[config.mk]
export PLATFORM = sky130hd
export DESIGN_NAME = rcp_stage
export DESIGN_NICKNAME = d
export VERILOG_FILES = /design/src/rcp_pkg.sv /design/src/rcp_stage.sv
export SDC_FILE = /design/constraint.sdc
export NUM_CORES = 2
export LEC_CHECK = 0
export BUFFER_PORTS_ARGS = -buffer_cell sky130_fd_sc_hd__buf_4
export CAP_MARGIN = 25
export CORE_UTILIZATION = 55
export CTS_CLUSTER_SIZE = 8
export DETAILED_ROUTE_END_ITERATION = 6
export MAX_ROUTING_LAYER = met4
export PLACE_DENSITY = 0.84
export SKIP_CTS_REPAIR_TIMING = 1
export SYNTH_ARGS = -nofsm -noshare
export SYNTH_HDL_FRONTEND = slang
export SYNTH_SLANG_ARGS = --single-unit
[constraint.sdc]
create_clock -name I_CORE_CLK -period 105.3 [get_ports I_CORE_CLK]
set_input_delay 0 -clock I_CORE_CLK [delete_from_list [all_inputs] [get_ports I_CORE_CLK]]
set_output_delay 0 -clock I_CORE_CLK [all_outputs]
set_load 0.02 [all_outputs]
[src/rcp_pkg.sv]
// Purpose: Shared constants for the residual current stage
// Assumes: 200 MHz core clock, 5 ms processing cycle
// Notes: Times kept in their own unit, counts derived
package rcp_pkg;
  // APB register byte offsets
  localparam logic [7:0] A_CTRL = 8'h00;
  localparam logic [7:0] A_THRESH = 8'h04;
  localparam logic [7:0] A_HLIM = 8'h08;
  localparam logic [7:0] A_DLY = 8'h0c;
  localparam logic [7:0] A_RDLY = 8'h10;
  localparam logic [7:0] A_STATUS = 8'h14;
  localparam logic [7:0] A_TREM = 8'h18;
  localparam logic [7:0] A_TEXP = 8'h1c;
  localparam logic [7:0] A_RATIO = 8'h20;
  localparam logic [7:0] A_ANGLE = 8'h24;
  localparam logic [7:0] A_RSEL = 8'h28;
  localparam logic [7:0] A_RSTAMP = 8'h2c;
  localparam logic [7:0] A_RINFO = 8'h30;
  // Control field positions
  localparam int F_COMM = 0;
  localparam int F_FORCE = 2;
  localparam int F_MAG = 4;
  localparam int F_SRC = 6;
  localparam int F_HARM = 8;
  localparam int F_TEST = 9;
  localparam int F_SOFTBLK = 10;
  localparam int F_IDMT = 11;
  localparam int CTRL_W = 12;
  localparam logic [11:0] CTRL_RST = 12'h051;
  // Setting codes
  localparam logic [1:0] COMM_ALLOW = 2'h2;
  localparam logic [1:0] MAG_TRMS = 2'h2;
  localparam logic [1:0] MAG_PP = 2'h3;
  localparam logic [1:0] SRC_SENS = 2'h2;
  localparam logic [1:0] SRC_CALC = 2'h3;
  // Widths
  localparam int MW = 20;
  localparam int TW = 19;
  localparam int RW = 17;
  localparam int AW = 17;
  localparam int REC_IW = 4;
  // Reset values and limits
  localparam logic [MW-1:0] THR_RST = 20'h02ee0;
  localparam logic [15:0] HLIM_RST = 16'h0001;
  localparam logic [TW-1:0] DLY_RST = 19'h00014;
  localparam logic [TW-1:0] RDLY_RST = 19'h00008;
  localparam logic [RW-1:0] RATIO_MAX = 17'h1e848;
  localparam int HYST_PCT = 97;
  localparam int PCT = 100;
  // Timing
  localparam int CLK_MHZ = 200;
  localparam int CYCLE_US = 5000;
  localparam int STAMP_US = 1000;
  localparam int CYCLE_CLKS = CYCLE_US * CLK_MHZ;
  localparam int STAMP_CLKS = STAMP_US * CLK_MHZ;
  localparam int TREM_MAX_S = 1800;
  localparam int TREM_MAX = TREM_MAX_S * 1000000 / CYCLE_US;
  localparam int REC_N = 12;
  // Stage condition codes
  typedef enum logic [1:0] {
    C_NORMAL = 2'b00,
    C_START = 2'b01,
    C_TRIP = 2'b10,
    C_BLOCKED = 2'b11
  } rcp_cond_t;
  // One event record
  typedef struct packed {
    logic [31:0] stamp;
    logic [1:0] ev;
    logic [2:0] ftype;
    logic [MW-1:0] cur;
  } rcp_rec_t;
endpackage

[src/rcp_stage.sv]
// Purpose: One residual current protection stage with APB settings
// Assumes: Measurements and block come from logic on the same clock
// Notes: Evaluation runs once per processing cycle tick
//
// Design decisions made here: register access over APB and the register addresses.
`timescale 1ns/1ps
// How it works
// - Supervisory threshold writes accepted only when control code says allowed.
// - Output status forcing 0..3 honoured only while test enable is set.
// - Magnitude RMS, TRMS or peak-to-peak, only for measured inputs.
// - Source code picks coarse, sensitive or calculated residual current.
// - Pick-up sets when measured magnitude exceeds the threshold.
// - Pick-up releases only below 97 percent of the threshold.
// - One threshold, 0.0001 nominal steps, default 1.20, for every channel.
// - START only from pick-up with no blocking, then trip timing.
// - Blocking sampled once at each processing cycle before evaluation.
// - Blocking at pick-up gives BLOCKED instead of START, no further processing.
// - Blocking during START clears it and runs normal release timing.
// - Optional second harmonic blocking above a limit in 0.01 percent steps.
// - Blocking emits stamped event with currents and fault type, plus display pulse.
// - Trip timing by definite time or inverse characteristic.
// - Readable stage condition 0 normal, 1 start, 2 trip, 3 blocked.
// - Fault type and direction of the last fault reported as 0..6.
// - Remaining time to trip exposed, 5 ms steps, up to 1800 s.
// - Expected operating time recomputed each cycle under the inverse curve.
// - Ratio of measured current to threshold exposed in 0.01 steps.
// - Residual angle against voltage reference when present, else current reference.
// - Software blocking switch usable only while test enable is set.
// - ON and OFF changes stamped in 1 ms; instant mode stamps match.
// - Twelve latest ON records kept with stamp and process data.
module rcp_stage #(
  parameter int CYCLE_CLKS = rcp_pkg::CYCLE_CLKS,
  parameter int STAMP_CLKS = rcp_pkg::STAMP_CLKS
) (
  // Clock and reset
  input wire logic I_CORE_CLK,
  input wire logic I_RESET_N,
  // APB slave
  input wire logic I_PSEL,
  input wire logic I_PENABLE,
  input wire logic I_PWRITE,
  input wire logic [7:0] I_PADDR,
  input wire logic [31:0] I_PWDATA,
  output logic O_PREADY,
  output logic [31:0] O_PRDATA,
  output logic O_PSLVERR,
  // Measured magnitudes, 0.0001 x In
  input wire logic [rcp_pkg::MW-1:0] I_COARSE_RMS,
  input wire logic [rcp_pkg::MW-1:0] I_COARSE_TRMS,
  input wire logic [rcp_pkg::MW-1:0] I_COARSE_PP,
  input wire logic [rcp_pkg::MW-1:0] I_SENS_RMS,
  input wire logic [rcp_pkg::MW-1:0] I_SENS_TRMS,
  input wire logic [rcp_pkg::MW-1:0] I_SENS_PP,
  input wire logic [rcp_pkg::MW-1:0] I_CALC,
  // Harmonic ratio, blocking and fault data
  input wire logic [15:0] I_HARM2_RATIO,
  input wire logic I_BLOCK,
  input wire logic [2:0] I_FAULT_TYPE,
  input wire logic [15:0] I_RES_ANGLE,
  input wire logic [15:0] I_VREF_ANGLE,
  input wire logic [15:0] I_IREF_ANGLE,
  input wire logic I_VOLT_OK,
  // Supervisory threshold write
  input wire logic I_COMM_WR,
  input wire logic [rcp_pkg::MW-1:0] I_COMM_THRESH,
  // Stage outputs and events
  output logic O_START,
  output logic O_TRIP,
  output logic O_BLOCKED,
  output logic [5:0] O_EVT,
  output logic [31:0] O_EVT_STAMP,
  output logic O_HMI_EVT
);
  import rcp_pkg::*;

  typedef struct packed {
    logic [CTRL_W-1:0] ctrl;
    logic [MW-1:0] thr;
    logic [15:0] hlim;
    logic [TW-1:0] dly;
    logic [TW-1:0] rdly;
    logic [19:0] cyc;
    logic [17:0] msdiv;
    logic [31:0] stamp;
    logic tick;
    logic blk_s;
    logic pick;
    rcp_cond_t cond;
    rcp_cond_t stat;
    logic [TW-1:0] elapsed;
    logic [TW-1:0] rcnt;
    logic [TW-1:0] texp;
    logic [TW-1:0] trem;
    logic [RW-1:0] ratio;
    logic [AW-1:0] angle;
    logic [2:0] ftype;
    logic [REC_IW-1:0] rsel;
    logic [REC_IW-1:0] wptr;
    rcp_rec_t [REC_N-1:0] rec;
    logic start;
    logic trip;
    logic blocked;
    logic [5:0] evt;
    logic [31:0] evt_stamp;
    logic hmi;
    logic pready;
    logic [31:0] prdata;
    logic pslverr;
  } rcp_st_t;

  rcp_st_t s;
  rcp_st_t n;
  logic [1:0] src;
  logic [1:0] mag;
  logic [MW-1:0] meas;
  logic [MW-1:0] coarse;
  logic [MW-1:0] sens;
  logic blk;
  logic above_rel;
  logic apb_wr;

  // Source and magnitude selection
  assign src = s.ctrl[F_SRC +: 2];
  assign mag = s.ctrl[F_MAG +: 2];
  assign coarse = (mag == MAG_TRMS) ? I_COARSE_TRMS :
                  (mag == MAG_PP) ? I_COARSE_PP : I_COARSE_RMS;
  assign sens = (mag == MAG_TRMS) ? I_SENS_TRMS :
                (mag == MAG_PP) ? I_SENS_PP : I_SENS_RMS;
  assign meas = (src == SRC_CALC) ? I_CALC :
                (src == SRC_SENS) ? sens : coarse;

  // Combined blocking: input, inrush, software switch
  assign blk = I_BLOCK
    | (s.ctrl[F_HARM] & (I_HARM2_RATIO > s.hlim))
    | (s.ctrl[F_TEST] & s.ctrl[F_SOFTBLK]);
  // Still above the 97 percent release level
  assign above_rel = ({7'h00, meas} * 27'(PCT))
    >= ({7'h00, s.thr} * 27'(HYST_PCT));
  assign apb_wr = I_PSEL & I_PENABLE & I_PWRITE & s.pready;

  // Next state of the whole stage
  always_comb begin
    logic pick;
    logic [26:0] q;
    logic [RW-1:0] ratio;
    logic [RW-1:0] rint;
    logic [2:0] lg;
    logic [TW-1:0] texp;
    logic [31:0] rd;
    logic hit;
    rcp_cond_t fc;
    logic [5:0] ev;
    pick = s.pick;
    q = '0;
    ratio = '0;
    rint = '0;
    lg = '0;
    texp = '0;
    rd = '0;
    hit = 1'b1;
    fc = C_NORMAL;
    ev = '0;
    n = s;
    n.tick = 1'b0;
    n.hmi = 1'b0;
    n.evt = '0;
    n.pready = 1'b0;
    n.pslverr = 1'b0;
    // Processing cycle divider
    if (s.cyc == 20'(CYCLE_CLKS - 1)) begin
      n.cyc = '0;
      n.tick = 1'b1;
    end else begin
      n.cyc = s.cyc + 20'h00001;
    end
    // 1 ms time stamp
    if (s.msdiv == 18'(STAMP_CLKS - 1)) begin
      n.msdiv = '0;
      n.stamp = s.stamp + 32'h00000001;
    end else begin
      n.msdiv = s.msdiv + 18'h00001;
    end
    // Hysteresis comparator on the common threshold
    if (meas > s.thr) begin
      pick = 1'b1;
    end else if (!above_rel) begin
      pick = 1'b0;
    end
    // Ratio to threshold, 0.01 steps
    if (s.thr != '0) begin
      q = ({7'h00, meas} * 27'(PCT)) / {7'h00, s.thr};
    end
    ratio = (q > 27'(RATIO_MAX)) ? RATIO_MAX : q[RW-1:0];
    rint = ratio / 17'h00064;
    // Coarse inverse curve: delay halves per doubling
    for (int i = 1; i < 7; i++) begin
      if (rint >= (17'h00001 << i)) begin
        lg = 3'(i);
      end
    end
    texp = s.ctrl[F_IDMT] ? (s.dly >> lg) : s.dly;
    // Once per processing cycle
    if (s.tick) begin
      n.blk_s = blk;
      n.pick = pick;
      n.texp = texp;
      n.ratio = ratio;
      n.angle = AW'({1'b0, I_RES_ANGLE})
        - AW'({1'b0, I_VOLT_OK ? I_VREF_ANGLE : I_IREF_ANGLE});
      case (s.cond)
        C_NORMAL: begin
          if (pick && blk) begin
            n.cond = C_BLOCKED;
            n.ftype = I_FAULT_TYPE;
          end else if (pick) begin
            n.ftype = I_FAULT_TYPE;
            n.rcnt = '0;
            if (s.elapsed + 19'h00001 >= texp) begin
              n.cond = C_TRIP;
            end else begin
              n.cond = C_START;
              n.elapsed = s.elapsed + 19'h00001;
            end
          end else if (s.elapsed != '0) begin
            // Release timing before the count is lost
            if (s.rcnt + 19'h00001 >= s.rdly) begin
              n.elapsed = '0;
              n.rcnt = '0;
            end else begin
              n.rcnt = s.rcnt + 19'h00001;
            end
          end
        end
        C_START: begin
          if (blk || !pick) begin
            n.cond = C_NORMAL;
            n.rcnt = '0;
          end else if (s.elapsed + 19'h00001 >= texp) begin
            n.cond = C_TRIP;
          end else begin
            n.elapsed = s.elapsed + 19'h00001;
          end
        end
        C_TRIP: begin
          if (blk || !pick) begin
            n.cond = C_NORMAL;
            n.elapsed = '0;
            n.rcnt = '0;
          end
        end
        default: begin
          if (!blk || !pick) begin
            n.cond = C_NORMAL;
          end
        end
      endcase
      n.trem = (n.cond == C_START && texp > n.elapsed) ?
        texp - n.elapsed : '0;
    end
    // Forced or real condition drives the outputs
    if (s.ctrl[F_TEST] && s.ctrl[F_FORCE +: 2] != 2'h0) begin
      fc = rcp_cond_t'(s.ctrl[F_FORCE +: 2]);
    end else begin
      fc = n.cond;
    end
    n.stat = fc;
    n.start = (fc == C_START) || (fc == C_TRIP);
    n.trip = (fc == C_TRIP);
    n.blocked = (fc == C_BLOCKED);
    // Edge events, all sharing one stamp
    ev = {n.start & ~s.start, ~n.start & s.start,
          n.trip & ~s.trip, ~n.trip & s.trip,
          n.blocked & ~s.blocked, ~n.blocked & s.blocked};
    n.evt = ev;
    if (ev != 6'h00) begin
      n.evt_stamp = s.stamp;
    end
    n.hmi = ev[1];
    // Keep the latest ON records in a ring
    if (ev[5] || ev[3] || ev[1]) begin
      n.rec[s.wptr].stamp = s.stamp;
      n.rec[s.wptr].ev = ev[3] ? 2'h2 : ev[5] ? 2'h1 : 2'h3;
      n.rec[s.wptr].ftype = n.ftype;
      n.rec[s.wptr].cur = meas;
      n.wptr = (s.wptr == 4'(REC_N - 1)) ? '0 : s.wptr + 4'h1;
    end
    // Supervisory threshold change
    if (I_COMM_WR && s.ctrl[F_COMM +: 2] == COMM_ALLOW) begin
      n.thr = I_COMM_THRESH;
    end
    // APB read decode in the setup cycle
    if (A_CTRL == I_PADDR) begin
      rd = {20'h00000, s.ctrl};
    end else if (A_THRESH == I_PADDR) begin
      rd = {12'h000, s.thr};
    end else if (A_HLIM == I_PADDR) begin
      rd = {16'h0000, s.hlim};
    end else if (A_DLY == I_PADDR) begin
      rd = {13'h0000, s.dly};
    end else if (A_RDLY == I_PADDR) begin
      rd = {13'h0000, s.rdly};
    end else if (A_STATUS == I_PADDR) begin
      rd = {25'h0000000, s.blk_s, s.pick, s.ftype, s.stat};
    end else if (A_TREM == I_PADDR) begin
      rd = {13'h0000, s.trem};
    end else if (A_TEXP == I_PADDR) begin
      rd = {13'h0000, s.texp};
    end else if (A_RATIO == I_PADDR) begin
      rd = {15'h0000, s.ratio};
    end else if (A_ANGLE == I_PADDR) begin
      rd = {{15{s.angle[AW-1]}}, s.angle};
    end else if (A_RSEL == I_PADDR) begin
      rd = {28'h0000000, s.rsel};
    end else if (A_RSTAMP == I_PADDR) begin
      rd = s.rec[s.rsel].stamp;
    end else if (A_RINFO == I_PADDR) begin
      rd = {7'h00, s.rec[s.rsel].ev, s.rec[s.rsel].ftype, s.rec[s.rsel].cur};
    end else begin
      hit = 1'b0;
    end
    if (I_PSEL && !I_PENABLE) begin
      n.pready = 1'b1;
      n.pslverr = !hit;
      n.prdata = I_PWRITE ? 32'h00000000 : rd;
    end
    // APB writes take effect at the access edge
    if (apb_wr) begin
      if (A_CTRL == I_PADDR) begin
        n.ctrl = I_PWDATA[CTRL_W-1:0];
      end else if (A_THRESH == I_PADDR) begin
        n.thr = I_PWDATA[MW-1:0];
      end else if (A_HLIM == I_PADDR) begin
        n.hlim = I_PWDATA[15:0];
      end else if (A_DLY == I_PADDR) begin
        n.dly = (I_PWDATA > 32'(TREM_MAX)) ? TW'(TREM_MAX) : I_PWDATA[TW-1:0];
      end else if (A_RDLY == I_PADDR) begin
        n.rdly = I_PWDATA[TW-1:0];
      end else if (A_RSEL == I_PADDR) begin
        n.rsel = (I_PWDATA < 32'(REC_N)) ? I_PWDATA[REC_IW-1:0] : '0;
      end
    end
  end

  // State register, cleared to normal on reset
  always_ff @(posedge I_CORE_CLK or negedge I_RESET_N) begin
    if (!I_RESET_N) begin
      s <= '0;
      s.ctrl <= CTRL_RST;
      s.thr <= THR_RST;
      s.hlim <= HLIM_RST;
      s.dly <= DLY_RST;
      s.rdly <= RDLY_RST;
    end else begin
      s <= n;
    end
  end

  // Outputs straight from the state register
  assign O_START = s.start;
  assign O_TRIP = s.trip;
  assign O_BLOCKED = s.blocked;
  assign O_EVT = s.evt;
  assign O_EVT_STAMP = s.evt_stamp;
  assign O_HMI_EVT = s.hmi;
  assign O_PREADY = s.pready;
  assign O_PRDATA = s.prdata;
  assign O_PSLVERR = s.pslverr;
endmodule

==> parameters.txt <==
Parameter                              Value

STA
  Worst slew margin relative to its limit    -0.0124
  Post-route worst hold slack    -92.0 ps
  Clock period minus worst slack    about 98000 ps
  Crit share post-route    0.929
  Worst slew pin tran    about 1500 ps
  Final-report hold violation count    33
  Setup Viol. Count Final    0
  Final Max Tran Viols    1
  Peak clock frequency supported by timing    10.2 MHz
  Clock Skews    90.5 ps

Detailed routing
  Antenna viol nets, final    0
  Iteration-0 DRC Markers    9955
  Iteration count of the initial detailed-routing pass    7
  Routed via count    84.9k
  DR DRC count    1
  Average vias per placed instance    about 6.8
  Wire length per cell    28.1 um
  Sum of routed wire length over all layers    roughly 350000 um

Clock tree
  Number of buffers created by CTS    about 150
  Root buffer selected by CTS    sky130_fd_sc_hd__clkbuf_16
  Max Root-Sink Buffers    3
  Clock Pin Slew Worst Setup and Hold Paths    about 70 ps
  Total clock sinks    approximately 1.0k
  H-tree levels    4
  TritonCTS clock tree    yes
  Worst-Skew Late Latency    approximately 830 ps

Worst setup path
  Buffers and inverters on the worst path    30
  Worst Path Arrival    ~99000 ps
  Crit path kind    flip-flop to flip-flop
  Reg2Reg Depth    around 550
  Minimum setup slack among reg-to-reg paths    7430 ps
  Highest-delay cell along the critical path    sky130_fd_sc_hd__mux2i_1
  Worst Setup End Kind    flip-flop
  Largest incremental delay on the critical path    between 800 and 900 ps
  Category of cells accounting for the largest share of critical-path delay    compound AO/OA/AOI/OAI gates
  Type of origin of the critical path    flip-flop
  Worst setup path start    mag[0]$_DFFE_PN1P_
  Crit path to    s[823]$_DFFE_PN0P_
  Endpoint of the lowest-slack register-to-register path    s[823]$_DFFE_PN0P_
  Library cell appearing most often on the critical path    sky130_fd_sc_hd__o21ai_0
  Worst endpoint required time    around 110000 ps
  Total stage count of the critical path    between 500 and 600
  Beginning of the worst register-to-register path    mag[0]$_DFFE_PN1P_
  Crit Path Max Fanout    25

Die
  Die extent in x    400 um
  Height of the die    around 400 um
  Starting Density    0.556
  Number of I/O pins    about 350
  Overall die area    ~160000 um^2
  Number of placement rows    about 150
  CORE AREA    157000 um^2

Logic synthesis
  Sequential share of the synthesized area    0.299
  Synth warnings    0
  Synthesis-stage register bit count    1043
  Cell taking the most area after synthesis    sky130_fd_sc_hd__dfrtp_1
  Unique masters post-synth    around 130
  Area share of the largest cell type after synthesis    0.295
  Summed instance area of the synthesized netlist    around 87000 um^2
  Synth top area cells    sky130_fd_sc_hd__dfrtp_1 30%, sky130_fd_sc_hd__ha_1 9.6%, sky130_fd_sc_hd__mux2_2 7.4%
  Post-Synthesis Cells    9810
  Main synth FF type    sky130_fd_sc_hd__dfrtp_1
  Share of synthesized registers carrying an async set or reset    1.00
  Number of synthesized flops with an enable pin    0
  Post-Synthesis Net Count    10.8k
  Average size of a mapped cell    around 8.9 um^2

Placed design
  Number of buffer cells added on primary ports    350
  Placed Area    94300 um^2
  Placed wire-length estimate    about 260000 um
  DP Cell Count    approximately 12k
  Global placement routability congestion    about 1.1

Global routing
  Global-route usage over all layers    0.432
  Number of antenna violations at the first check in global routing    20
  Total global routing overflow    0
  First-pass GRT wire length    between 500000 and 600000 um
  Maximum number of pins on one net before global-route repair    206
  Via count of the first global-routing pass    just over 80k

Layout
  Area Growth Syn to Fin    16.2%
  Most common library cell in the layout ignoring fill and taps    sky130_fd_sc_hd__nand2_1
  Share of layout cells above drive strength 1    0.202
  Number of nets in the layout    11.4k
  Non-filler cells in the finished layout    12.5k
  Area of all sequential standard cells    between 20000 and 30000 um^2
  Filler cell count in the final layout    12.1k
  Most frequent cells in the layout    1054 x sky130_fd_sc_hd__nand2_1, 1022 x sky130_fd_sc_hd__dfrtp_1, 828 x sky130_fd_sc_hd__o21ai_0, 817 x sky130_fd_sc_hd__buf_4, 670 x sky130_fd_sc_hd__ha_1
  Cell area after layout    101000 um^2
  Total area of multi-input combinational cells    roughly 58000 um^2

Outcome
  Violations in the final reports    design-rule violations, negative hold slack, max-slew violations
  Result of the run    finished with violations

Flow run
  Number of maximum-capacitance constraint violations    0

Min path
  Path class of the lowest-slack min-delay path    input pin to flip-flop
state kept, by name, indices dropped and copies added, names as in the netlist:
register,flops
O_EVT_STAMP,32
O_EVT,6
mag,2
O_START,1
O_PRDATA,32
s,966
O_PSLVERR,1
O_TRIP,1
O_PREADY,1
O_BLOCKED,1
worst min-delay path, cell delays in order:
cell and delay [ps]:
sky130_fd_sc_hd__buf_4 190, sky130_fd_sc_hd__nand2_1 150, sky130_fd_sc_hd__nor2_2 100, sky130_fd_sc_hd__a21oi_1 110, sky130_fd_sc_hd__o21ai_0 80
worst min path at each step:
| stage | startpoint | to | slack, ps | cells after the start |
|---|---|---|---|---|
| floorplan | I_RESET_N | O_BLOCKED$_DFF_PN0_ | -300 | 0 |
| global placement | I_RESET_N | s[862]$_DFFE_PN0P_ | 70 | 1 |
| detailed placement | I_RESET_N | s[869]$_DFFE_PN0P_ | 70 | 1 |
| CTS | I_RESET_N | s[869]$_DFFE_PN0P_ | -740 | 1 |
| global route | I_CALC[19] | s[665]$_DFFE_PN0P_ | 5 | 6 |
| finish | I_PADDR[2] | O_PRDATA[30]$_DFFE_PN0P_ | -90 | 5 |
cell type report:
cell class,instances,area share
inverter,469,0.0174
clock buffer,168,0.0378
sequential,1043,0.258
timing repair buffer,988,0.0837
clock inverter,16,0.00429
tap,2058,0.0254
antenna,22,0.000543
multi-input combinational,7774,0.573
cell usage after synthesis (33+ instances only):
cell                       number
sky130_fd_sc_hd__nand2b_1     181
sky130_fd_sc_hd__and3_1        96
sky130_fd_sc_hd__nor4_1        72
sky130_fd_sc_hd__mux2_2       577
sky130_fd_sc_hd__o22ai_1       33
sky130_fd_sc_hd__a31oi_1       57
sky130_fd_sc_hd__o31ai_1      103
sky130_fd_sc_hd__or3_1         54
sky130_fd_sc_hd__xnor2_1      329
sky130_fd_sc_hd__nor2_1       609
sky130_fd_sc_hd__dfrtp_1     1029
sky130_fd_sc_hd__nor2b_1      100
sky130_fd_sc_hd__buf_4         73
sky130_fd_sc_hd__nand2_1     1075
sky130_fd_sc_hd__or2_2         37
sky130_fd_sc_hd__a221oi_1      42
sky130_fd_sc_hd__o21bai_1      36
sky130_fd_sc_hd__nand3_1      206
sky130_fd_sc_hd__clkbuf_1     350
sky130_fd_sc_hd__a211oi_1      69
sky130_fd_sc_hd__xor2_1       179
sky130_fd_sc_hd__and2_1        89
sky130_fd_sc_hd__nor3_1       163
sky130_fd_sc_hd__a21oi_1      628
sky130_fd_sc_hd__a22oi_1       43
sky130_fd_sc_hd__ha_1         672
sky130_fd_sc_hd__mux4_2       172
sky130_fd_sc_hd__buf_1         83
sky130_fd_sc_hd__o21a_1        91
sky130_fd_sc_hd__nand4_1      111
sky130_fd_sc_hd__o21ai_0      866
sky130_fd_sc_hd__inv_1        458
sky130_fd_sc_hd__a21o_1       235
sky130_fd_sc_hd__mux2i_1      215
sky130_fd_sc_hd__o211ai_1      59
through the flow:
step                TNS (ps)   util  setup WS, ps
finish                     0  0.646          7430
global route            -189  0.646          -189
CTS                  -200980  0.628          -600
detailed placement      -249  0.601         -62.0
global placement           0  0.600          1390
floorplan                  0      -          4410
cells by family (layout without fill, tap and decap cells):
group / Yosys count / count (layout) / share of synthesized area
xor+xnor: 509 / 509 / 0.0512
other cells: 0 / 22 / 0
buf+inv: 994 / 1641 / 0.0463
compound gates: 2640 / 2640 / 0.193
flops: 1043 / 1043 / 0.299
simple gates: 2950 / 2951 / 0.163
mux: 971 / 971 / 0.145
fa+ha+maj: 703 / 703 / 0.103
metal layers:
| metal | vias up | global-route usage | part of all wire |
|---|---|---|---|
| met1 | 41182 | 0.531 | 0.37 |
| met3 | 1344 | 0.101 | 0.11 |
| met2 | 5518 | 0.649 | 0.44 |
| met4 | 0 | 0.256 | 0.070 |
| met5 | - | - | 0 |
| li1 | 36837 | - | - |
Power is not shown: default switching activity piles up to over one toggle a cycle in this logic, so the estimate is an artifact.
